<file path="config.mk">
export PLATFORM = sky130hd
export DESIGN_NAME = enc_index_event
export DESIGN_NICKNAME = d
export VERILOG_FILES = /design/src/rtl/enc_index_event.v /design/src/rtl/input_sync.v /design/src/rtl/index_qualify.v
export VERILOG_INCLUDE_DIRS = /design/src /design/src/rtl
export SDC_FILE = /design/constraint.sdc
export NUM_CORES = 1
export LEC_CHECK = 0
export ABC_AREA = 1
export BUFFER_PORTS_ARGS = -buffer_cell sky130_fd_sc_hd__buf_2
export CORE_MARGIN = 2
export CORE_UTILIZATION = 50
export DETAILED_ROUTE_END_ITERATION = 16
export HOLD_SLACK_MARGIN = 0.03
export PLACE_DENSITY_LB_ADDON = 0.05
export SYNTH_ARGS = -nofsm -noshare
export SYNTH_HDL_FRONTEND = slang
export SYNTH_SLANG_ARGS = --single-unit
export TNS_END_PERCENT = 10
</file>
<file path="constraint.sdc">
create_clock -name pclk -period 5.92 [get_ports pclk]
set_input_delay 0.592 -clock pclk [delete_from_list [all_inputs] [get_ports pclk]]
set_output_delay 0.592 -clock pclk [all_outputs]
set_load 0.01 [all_outputs]
</file>
<file path="src/rtl/enc_index_regs.vh">
// Register offsets, field positions and reset values of the index event block
`ifndef ENC_INDEX_REGS_VH
`define ENC_INDEX_REGS_VH
`define INPUT_CFG_IDX          8'h07
`define INPUT_CFG_ADDR         12'h01C
`define INPUT_CFG_RESET        32'h00000400
`define ENC_RESET_VAL_ADDR     12'h020
`define ENC_POS_ADDR           12'h024
`define ENC_LATCH_ADDR         12'h028
`define X_LATCH_ADDR           12'h02C
`define ACT_POS_ADDR           12'h030
`define ENC_CONST_ADDR         12'h034
`define STATUS_ADDR            12'h038
`define B_DECIMAL              0
`define B_CLEAR_ON_N           1
`define B_CONT                 2
`define B_ONCE                 3
`define B_POL_N                4
`define B_SENS_LO              5
`define B_SENS_HI              6
`define B_POL_A                7
`define B_POL_B                8
`define B_SKIP_AB              9
`define B_LATCH_ENC            10
`define B_LATCH_X              11
`define SENS_LEVEL             2'h0
`define SENS_TO_ACTIVE         2'h1
`define SENS_TO_INACTIVE       2'h2
`define SENS_BOTH              2'h3
`endif

</file>
<file path="src/rtl/enc_index_event.v">
// Encoder index event configuration, position reload and capture with APB access
`timescale 1ns/1ps
`include "enc_index_regs.vh"
module enc_index_event #(
   parameter PW = 32
) (
   input  wire          pclk,
   input  wire          presetn,
   input  wire          psel,
   input  wire          penable,
   input  wire          pwrite,
   input  wire [11:0]   paddr,
   input  wire [31:0]   pwdata,
   output reg  [31:0]   prdata,
   output wire          pready,
   output wire          pslverr,
   input  wire          enc_a,
   input  wire          enc_b,
   input  wire          enc_n,
   input  wire [PW-1:0] actual_motor_position,
   output wire [PW-1:0] encoder_position,
   output wire          enc_const_decimal,
   output wire          index_event
);
   reg  [31:0]   encoder_input_config_reg;
   reg  [31:0]   enc_reset_val_reg;
   reg  [31:0]   enc_const_reg;
   reg  [PW-1:0] enc_pos_reg;
   reg  [PW-1:0] enc_latch_reg;
   reg  [PW-1:0] x_latch_reg;
   reg  [1:0]    step_reg;
   reg  [7:0]    event_count_reg;
   reg           latched_flag_reg;
   reg  [PW-1:0] enc_pos_next;
   reg  [1:0]    step_next;
   wire [2:0]    ab_n_sync;
   wire          wr_en;
   wire          rd_en;
   wire          act;
   wire          quad_inc;
   wire          quad_dec;
   wire          cfg_wr;

   function addr_hit;
      input [11:0] a;
      input [11:0] target;
      begin
         addr_hit = (a[11:2] == target[11:2]);
      end
   endfunction

   function [31:0] widen;
      input [PW-1:0] v;
      reg   [PW+31:0] ext;
      begin
         ext   = {{32{v[PW-1]}}, v};
         widen = ext[31:0];
      end
   endfunction

   input_sync #(
      .W (3)
   ) u_sync (
      .pclk    (pclk),
      .presetn (presetn),
      .d       ({enc_n, enc_b, enc_a}),
      .q       (ab_n_sync)
   );

   index_qualify u_qual (
      .pclk               (pclk),
      .presetn            (presetn),
      .n_sync             (ab_n_sync[2]),
      .a_sync             (ab_n_sync[0]),
      .b_sync             (ab_n_sync[1]),
      .pol_n              (encoder_input_config_reg[`B_POL_N]),
      .index_trigger_type (encoder_input_config_reg[`B_SENS_HI:`B_SENS_LO]),
      .pol_a              (encoder_input_config_reg[`B_POL_A]),
      .pol_b              (encoder_input_config_reg[`B_POL_B]),
      .skip_phase_gating  (encoder_input_config_reg[`B_SKIP_AB]),
      .index_event        (index_event)
   );

   // Zero-wait APB slave; unmapped addresses answer with pslverr
   assign pready = 1'b1;
   assign wr_en  = psel & penable & pwrite;
   assign rd_en  = psel & penable & ~pwrite;
   assign cfg_wr = wr_en & addr_hit(paddr, `INPUT_CFG_ADDR);

   function mapped;
      input [11:0] a;
      begin
         mapped = addr_hit(a, `INPUT_CFG_ADDR) | addr_hit(a, `ENC_RESET_VAL_ADDR) |
                  addr_hit(a, `ENC_POS_ADDR) | addr_hit(a, `ENC_LATCH_ADDR) |
                  addr_hit(a, `X_LATCH_ADDR) | addr_hit(a, `ACT_POS_ADDR) |
                  addr_hit(a, `ENC_CONST_ADDR) | addr_hit(a, `STATUS_ADDR);
      end
   endfunction
   assign pslverr = psel & penable & ~mapped(paddr);

   // Action fires on every event in continuous mode or once when armed
   assign act = index_event & (encoder_input_config_reg[`B_CONT] |
                               encoder_input_config_reg[`B_ONCE]);

   // Simple x2 quadrature decode on both A edges, direction from B
   always @* begin
      step_next = ab_n_sync[1:0];
   end
   assign quad_inc = (step_reg[0] ^ ab_n_sync[0]) & (ab_n_sync[0] ^ ab_n_sync[1]);
   assign quad_dec = (step_reg[0] ^ ab_n_sync[0]) & ~(ab_n_sync[0] ^ ab_n_sync[1]);

   always @* begin
      enc_pos_next = enc_pos_reg;
      if (quad_inc)
         enc_pos_next = enc_pos_reg + {{(PW-1){1'b0}}, 1'b1};
      else if (quad_dec)
         enc_pos_next = enc_pos_reg - {{(PW-1){1'b0}}, 1'b1};
      // Reload has priority over counting in the event cycle
      if (act && encoder_input_config_reg[`B_CLEAR_ON_N])
         enc_pos_next = enc_reset_val_reg[PW-1:0];
      // A software write to the position wins over everything
      if (wr_en && addr_hit(paddr, `ENC_POS_ADDR))
         enc_pos_next = pwdata[PW-1:0];
   end

   always @(posedge pclk or negedge presetn) begin
      if (!presetn) begin
         encoder_input_config_reg <= `INPUT_CFG_RESET;
         enc_reset_val_reg        <= 32'h00000000;
         enc_const_reg            <= 32'h00000000;
         enc_pos_reg              <= {PW{1'b0}};
         enc_latch_reg            <= {PW{1'b0}};
         x_latch_reg              <= {PW{1'b0}};
         step_reg                 <= 2'h0;
         event_count_reg          <= 8'h00;
         latched_flag_reg         <= 1'b0;
      end else begin
         step_reg    <= step_next;
         enc_pos_reg <= enc_pos_next;
         if (cfg_wr)
            encoder_input_config_reg <= pwdata;
         // Hardware clearing of the one-shot bit beats a same-cycle write
         if (act && !encoder_input_config_reg[`B_CONT] &&
             encoder_input_config_reg[`B_ONCE])
            encoder_input_config_reg[`B_ONCE] <= 1'b0;
         if (wr_en && addr_hit(paddr, `ENC_RESET_VAL_ADDR))
            enc_reset_val_reg <= pwdata;
         if (wr_en && addr_hit(paddr, `ENC_CONST_ADDR))
            enc_const_reg <= pwdata;
         if (act && encoder_input_config_reg[`B_LATCH_ENC])
            enc_latch_reg <= enc_pos_reg;
         if (act && encoder_input_config_reg[`B_LATCH_X])
            x_latch_reg <= actual_motor_position;
         if (act)
            event_count_reg <= event_count_reg + 8'h01;
         // Sticky flag: set beats a read-clear in the same cycle; only a reported set is cleared
         if (act)
            latched_flag_reg <= 1'b1;
         else if (rd_en && addr_hit(paddr, `STATUS_ADDR) && prdata[0])
            latched_flag_reg <= 1'b0;
      end
   end

   // Decimal interpretation is carried out by the consumer of the constant
   assign enc_const_decimal = encoder_input_config_reg[`B_DECIMAL];
   assign encoder_position  = enc_pos_reg;

   function [31:0] read_word;
      input [11:0] a;
      begin
         read_word = 32'h00000000;
         if (addr_hit(a, `INPUT_CFG_ADDR))
            read_word = encoder_input_config_reg;
         else if (addr_hit(a, `ENC_RESET_VAL_ADDR))
            read_word = enc_reset_val_reg;
         else if (addr_hit(a, `ENC_POS_ADDR))
            read_word = widen(enc_pos_reg);
         else if (addr_hit(a, `ENC_LATCH_ADDR))
            read_word = widen(enc_latch_reg);
         else if (addr_hit(a, `X_LATCH_ADDR))
            read_word = widen(x_latch_reg);
         else if (addr_hit(a, `ACT_POS_ADDR))
            read_word = widen(actual_motor_position);
         else if (addr_hit(a, `ENC_CONST_ADDR))
            read_word = enc_const_reg;
         else if (addr_hit(a, `STATUS_ADDR))
            read_word = {20'h00000, event_count_reg, ab_n_sync, latched_flag_reg};
      end
   endfunction

   // Read data is loaded at the end of the setup phase and stands through the access phase;
   // it is one cycle old, the price of a flop output with zero wait states
   always @(posedge pclk or negedge presetn) begin
      if (!presetn)
         prdata <= 32'h00000000;
      else if (psel && !penable && !pwrite)
         prdata <= read_word(paddr);
      else
         prdata <= 32'h00000000;
   end
endmodule // enc_index_event

</file>
<file path="src/rtl/input_sync.v">
// Two-flop synchroniser for a group of encoder inputs
`timescale 1ns/1ps
module input_sync #(
   parameter W = 3
) (
   input  wire         pclk,
   input  wire         presetn,
   input  wire [W-1:0] d,
   output wire [W-1:0] q
);
   reg [W-1:0] meta_reg;
   reg [W-1:0] sync_reg;

   always @(posedge pclk or negedge presetn) begin
      if (!presetn) begin
         meta_reg <= {W{1'b0}};
         sync_reg <= {W{1'b0}};
      end else begin
         meta_reg <= d;
         sync_reg <= meta_reg;
      end
   end
   assign q = sync_reg;
endmodule // input_sync

</file>
<file path="src/rtl/index_qualify.v">
// Index polarity, trigger type and A/B gating
`timescale 1ns/1ps
`include "enc_index_regs.vh"
module index_qualify (
   input  wire       pclk,
   input  wire       presetn,
   input  wire       n_sync,
   input  wire       a_sync,
   input  wire       b_sync,
   input  wire       pol_n,
   input  wire [1:0] index_trigger_type,
   input  wire       pol_a,
   input  wire       pol_b,
   input  wire       skip_phase_gating,
   output wire       index_event
);
   reg        n_prev_reg;
   reg  [1:0] warm_reg;
   reg        trig;
   wire       n_act;
   wire       n_edge;
   wire       ab_ok;

   always @(posedge pclk or negedge presetn) begin
      if (!presetn) begin
         n_prev_reg <= 1'b0;
         warm_reg   <= 2'h0;
      end else begin
         n_prev_reg <= n_sync;
         if (warm_reg != 2'h3)
            warm_reg <= warm_reg + 2'h1;
      end
   end

   // Edges stay masked until the sync chain and history flop hold real pin values;
   // otherwise an idle-high index line fakes an edge right after reset
   assign n_edge = (n_sync ^ n_prev_reg) & (warm_reg == 2'h3);

   // Polarity folded in after edge detection; the edge term uses the raw synchronised line
   assign n_act = n_sync ~^ pol_n;

   always @* begin
      case (index_trigger_type)
         `SENS_LEVEL:       trig = n_act;
         `SENS_TO_ACTIVE:   trig = n_edge & n_act;
         `SENS_TO_INACTIVE: trig = n_edge & ~n_act;
         `SENS_BOTH:        trig = n_edge;
         default:           trig = 1'b0;
      endcase
   end

   // Gating sampled in the same cycle as the trigger
   assign ab_ok = skip_phase_gating |
                  ((a_sync == pol_a) & (b_sync == pol_b));
   assign index_event = trig & ab_ok;
endmodule // index_qualify

</file>
==> impl_metrics.json, run 1 <==
{
  "drv_slew": 0,
  "drt_iter0_drc": 1227,
  "dp.cells": 2242,
  "hpwlAfterDp_um": 30360,
  "coreArea_um2": 27030,
  "power.share.combinational_pct": 36.7,
  "seq_area_frac_synth_pct": 44.09,
  "ios": 152,
  "synth_edf_count": 0,
  "ant_nets": 0,
  "min_period_ns": 3.889,
  "fp.dieArea_um2": 28930,
  "grt_max_degree": 115,
  "cp_max_fo": 35,
  "synthToLayoutAreaGrowth_pct": 13.31,
  "endpoint_kind": "output port",
  "post-route-period-util_pct": 65.69,
  "grt_pass1_vias": 11490,
  "cts-htree-levels": 1,
  "drt-total-wl_um": 42040,
  "crit_type": "in2out",
  "yosysUniqueCellTypes": 48,
  "path_cells": "buf_2 > inv_1 > nand3_1 > inv_1 > nand2_1 > nor2_4 > buf_4 > inv_1 > nand2_1 > nor4b_1 > buf_2",
  "grt_pass1_wl_um": 66020,
  "crit_top_cell": "inv_1",
  "antenna_found_initial": 0,
  "p_int_mw": 3.618,
  "start_util_pct": 51.04,
  "holdWs_ns": 0.1211,
  "layout-drive-gt1-share_pct": 12.31,
  "rows": 60,
  "fin_util_pct": 57.84,
  "root_buffer": "clkbuf_16",
  "syn_avg_cell_area_um2": 7.592,
  "routed_via_density": 5.472,
  "synthCells": 1817,
  "vias": 12540,
  "maxSlewHeadroom_pct": 23.51,
  "p_leak_nw": 8.274,
  "status": "finished clean",
  "firstDrtPassIters": 6,
  "insertedDiodeCount": 0,
  "clock_skew_ns": 0.01318,
  "die_h_um": 170.1,
  "place_congestion": 0.9522,
  "cts.sinks": 243,
  "p_per_area_nw_per_um2": 381.6,
  "finalNonFillerCells": 2291,
  "clockPowerShare_pct": 28.9,
  "post_cts_buffers": 0,
  "path_clk_slew_ns": 0.06,
  "worst_pin_slew_ns": 1.145,
  "track_usage_pct": 29.43,
  "drc": 0,
  "ys.flop_type": "dfrtp_1",
  "io_buffers": 148,
  "setup_viol": 0,
  "min_path_type": "in2async",
  "nNetsFinal": 2053,
  "final_cell_mix": "nand2_1 (587), dfrtp_1 (242), inv_1 (202)",
  "cap_violations": 0,
  "cts_tree": "built",
  "startpoint_type": "input pin",
  "worstPathRequired_ns": 5.33,
  "numCtsBuffers": 27,
  "insertion_delay_ns": 0.53,
  "die_w_um": 170.1,
  "power_frac_seq_pct": 34.4,
  "cpMaxStageDelayCell": "nor4b_1",
  "final_common_cell": "nand2_1",
  "p_sw_mw": 2.346,
  "setup_tns_ns": 0,
  "grt_overflow": 0,
  "synthArstFlopShare_pct": 100.0,
  "rr_worst_depth": 16,
  "netlist_area_um2": 13790,
  "fillerInstances": 2543,
  "postCtsHoldBufs": 0,
  "irDropWorstVdd_mv": 0.2444,
  "fmax_ghz": 0.2571,
  "clockBufferDepth": 3,
  "synthesis.nets": 1940,
  "grt_setup_unrepaired": "false",
  "critPathMaxStageDelay_ns": 0.64,
  "ys_ff_latch": 243,
  "postCtsResizedCells": 0,
  "hold_violations": 0,
  "wl_per_cell_um": 18.35,
  "arrival_ns": 3.30,
  "netSwitchingFraction_pct": 39.33,
  "ys_warn_count": 0
}
[Yosys cell counts (6+ instances only)]
| cell type | instances | area, um^2 |
|---|---|---|
| nand2_1 | 590 | 2215 |
| dfrtp_1 | 242 | 6056 |
| inv_1 | 202 | 758.2 |
| o21ai_0 | 168 | 840.8 |
| a21oi_1 | 126 | 630.6 |
| nor2_1 | 107 | 401.6 |
| nand3_1 | 73 | 365.4 |
| clkbuf_1 | 47 | 176.4 |
| mux2_1 | 44 | 495.5 |
| ha_1 | 38 | 475.5 |
| o211ai_1 | 19 | 142.6 |
| buf_2 | 14 | 70.07 |
| xnor2_1 | 13 | 113.9 |
| xor2_1 | 12 | 105.1 |
| o22ai_1 | 11 | 68.82 |
| nand4_1 | 9 | 56.30 |
| o2111ai_1 | 9 | 78.83 |
| o21bai_1 | 8 | 60.06 |
| or2_2 | 7 | 43.79 |
| a31oi_1 | 6 | 37.54 |
| buf_4 | 6 | 45.04 |
| nor2_2 | 6 | 37.54 |
| nor3_1 | 6 | 30.03 |
[area by class of cell]
class	instances	area, um^2	area share (%)
multi-input combinational	1290	6584	42.12
sequential	243	6082	38.91
timing repair buffer	161	848.3	5.427
inverter	207	779.5	4.987
clock buffer	38	777.0	4.971
tap	341	426.7	2.730
clock inverter	11	133.9	0.8565
[worst max-delay path, delay by kind of cell]
| family | cells | cell delay (ns) |
|---|---|---|
| buffers and inverters | 6 | 1.20 |
| AND/OR/NAND/NOR | 5 | 1.49 |
[path summary, 6_finish.rpt]
kind | from | endpoint | slack [ns]
worst max-delay path | paddr[8] | pslverr | 2.03
worst min-delay path | presetn | enc_const_reg[8] | 0.12
worst max register to register | u_sync.q[0] | encoder_position[18] | 2.57
worst min register to register | u_sync.meta_reg[0] | u_sync.q[0] | 0.35
max in group asynchronous | presetn | enc_latch_reg[8] | 4.35
min in group pclk | enc_a | u_sync.meta_reg[0] | 0.17
[logic make-up after synthesis]
| kind of cell | share of synthesized area (%) |
|---|---|
| AOI/OAI and AO/OA | 14.35 |
| xor gates and xnor gates | 1.587 |
| adders and majority gates | 3.592 |
| buffers and inverters | 8.308 |
| DFF | 44.09 |
| muxes | 3.755 |
| other | 0.02718 |
| and+or+nand+nor | 24.29 |
[stage by stage]
step	setup WS, ns	area, um^2	total power [mW]
2_1_floorplan	3.098	13790	3.507
3_3_place_gp	2.023	14720	4.228
3_5_place_dp	1.931	14720	4.249
4_1_cts	2.139	15630	5.975
5_1_grt	1.906	15630	6.412
6_report	2.031	15630	5.964
[power by group through the flow]
stage	registers (mW)	logic [mW]	clock network, mW
finish	2.05	2.19	1.72
global route	2.06	2.53	1.82
CTS	2.04	2.19	1.74
detailed placement	2.07	2.18	0
global placement	2.07	2.16	0
floorplan	1.98	1.53	0
[metal layers]
metal | up-vias | track usage (%) | part of all wire (%)
li1 | 6103 | - | -
met1 | 5952 | 47.51 | 50
met2 | 439 | 42.29 | 41
met3 | 43 | 3.605 | 7.1
met4 | 0 | 5.388 | 1.5
met5 | - | 0 | 0
(Power assumes the default switching activity.)
==> inputs of run 2 (changes only) <==
==> constraint.sdc (replaced) <==
create_clock -name pclk -period 3.2 [get_ports pclk]
set_input_delay 0.32 -clock pclk [delete_from_list [all_inputs] [get_ports pclk]]
set_output_delay 0.32 -clock pclk [all_outputs]
set_load 0.01 [all_outputs]
==> run 2 against run 1 <==
  * Cell area increased by 1.9%
  * Core utilization increased by 1.1 points
  * Clock power increased by 70%
  * Largest cell class unchanged
  * Largest power group unchanged
  * Highest routed layer unchanged
==> impl_metrics.json, run 2 (synthesis results as in run 1) <==
{
  "status": "finished clean",
  "cts_tree": "built",
  "holdWs_ns": 0.03825,
  "finalInstanceArea_um2": 15930,
  "hp-start": "actual_motor_position[23]",
  "ant_nets": 0,
  "ios": 152,
  "clockBufferDepth": 3,
  "fmax_ghz": 0.3567,
  "dp.cells": 2258,
  "crit_top_cell": "nand2_1",
  "track_usage_pct": 29.52,
  "layout-drive-gt1-share_pct": 12.46,
  "fin_util_pct": 58.96,
  "fp.dieArea_um2": 28930,
  "critPathMaxStageDelay_ns": 0.42,
  "die_w_um": 170.1,
  "startpoint_type": "register",
  "cp_num_cells": 16,
  "insertion_delay_ns": 0.53,
  "finalNonFillerCells": 2324,
  "rr_worst_depth": 16,
  "min_path_type": "in2reg",
  "setup_viol": 0,
  "grt_pass1_wl_um": 66130,
  "cp_top_family": "simple AND/OR/NAND/NOR gates",
  "grt_pass1_vias": 11800,
  "grt_setup_unrepaired": "false",
  "nNetsFinal": 2092,
  "p_per_area_nw_per_um2": 680.4,
  "total_power_mw": 10.84,
  "drt-total-wl_um": 42320,
  "r2r_start": "u_sync.q[0]",
  "cts.sinks": 243,
  "cpMaxStageDelayCell": "dfrtp_1",
  "drt_iter0_drc": 1174,
  "post-route-period-util_pct": 87.61,
  "cp_max_fo": 33,
  "hpwlAfterDp_um": 30980,
  "cts-htree-levels": 1,
  "rows": 60,
  "cap_violations": 0,
  "final_cell_mix": "nand2_1 (587), dfrtp_1 (242), inv_1 (202)",
  "antenna_found_initial": 0,
  "vias": 12600,
  "placed_area_um2": 14890,
  "worst-path-buf-inv": 2,
  "min_path_cells": 2,
  "drc": 0,
  "pre_cts_slack_ns": 0.4062,
  "final_common_cell": "nand2_1",
  "r2r-end": "encoder_position[31]",
  "grt_max_degree": 95,
  "p_leak_nw": 8.405,
  "min_period_ns": 2.803,
  "hold-path-endpoint": "x_latch_reg[23]",
  "place_congestion": 0.9194,
  "die_h_um": 170.1,
  "maxSlewHeadroom_pct": 33.01,
  "clock_skew_ns": 0.01112,
  "worst_pin_slew_ns": 1.003,
  "endpoint_kind": "register",
  "setup_tns_ns": 0,
  "start_util_pct": 51.04,
  "firstDrtPassIters": 5,
  "routed_via_density": 5.420,
  "irDropWorstVdd_mv": 0.4445,
  "grt_overflow": 0,
  "hold_violations": 0,
  "coreArea_um2": 27030,
  "io_buffers": 148,
  "drv_slew": 0,
  "fillerInstances": 2557,
  "crit_type": "reg2reg",
  "synthToLayoutAreaGrowth_pct": 15.51,
  "path_cells": "nor2_1 > nand2_1 > o21ai_1 > inv_1 > buf_12 > ha_1 > a21oi_1 > nand2_1 > a21oi_1 > nor2_1 > nor2_1 > nand2_1 > nand2_1 > nand3_1 > nand2_1 > a21oi_1",
  "numCtsBuffers": 27,
  "root_buffer": "clkbuf_16",
  "path_clk_slew_ns": 0.06,
  "postLayoutSetupSlackWorst_ns": 0.3966,
  "arrival_ns": 3.21,
  "rrSetupSlack_ns": 0.40,
  "insertedDiodeCount": 0,
  "worstPathRequired_ns": 3.61,
  "wl_per_cell_um": 18.21
}
run 2: cell count changes in the layout (fill, tap and decap cells not counted), moves of 2 or more:
cell / change
buf_4: +12
clkbuf_1: +4
clkbuf_8: -2
o21ai_1: +2
buf_12: +4
clkinv_2: -6
dlygate4sd3_1: +23
bufinv_16: -2
o21ai_0: -2
run 2: worst max path at each step:
stage | start | endpoint
after detailed placement | u_sync.q[0] | encoder_position[17]
final | u_sync.q[0] | encoder_position[31]
after floorplan | u_sync.q[0] | encoder_position[22]
after global placement | u_sync.q[0] | encoder_position[17]
after CTS | u_sync.q[0] | encoder_position[26]
after global routing | u_sync.q[0] | encoder_position[11]
run 2: area by class of cell:
| type | instances | area (um^2) | share of cell area, % |
|---|---|---|---|
| clock inverter | 3 | 46.29 | 0.2905 |
| clock buffer | 40 | 764.5 | 4.798 |
| timing repair buffer | 200 | 1249 | 7.837 |
| multi-input combinational | 1290 | 6586 | 41.34 |
| sequential | 243 | 6082 | 38.17 |
| tap | 341 | 426.7 | 2.678 |
| inverter | 207 | 779.5 | 4.892 |
run 2: routing by layer:
layer  global-route usage (%)  part of all wire, %
met1                    47.31                   50
met2                    42.49                   41
met3                    4.000                  7.6
met4                    5.574                  1.4
met5                        0                    0
run 2: what timing repair did:
| action | in CTS | in global routing |
|---|---|---|
| hold buffers | 23 | 0 |
| endpoints found under the hold margin | 113 | 0 |
| endpoints found under the setup margin | 0 | 2 |
| buffers inserted | 0 | 0 |
| resized for setup | 0 | 3 |
run 2: where the power goes:
group / switching (mW) / internal [mW] / total [mW]
clock: 1.22 / 1.71 / 2.93
combinational: 2.59 / 1.52 / 4.10
sequential: 0.522 / 3.29 / 3.81
total: 4.33 / 6.51 / 10.8
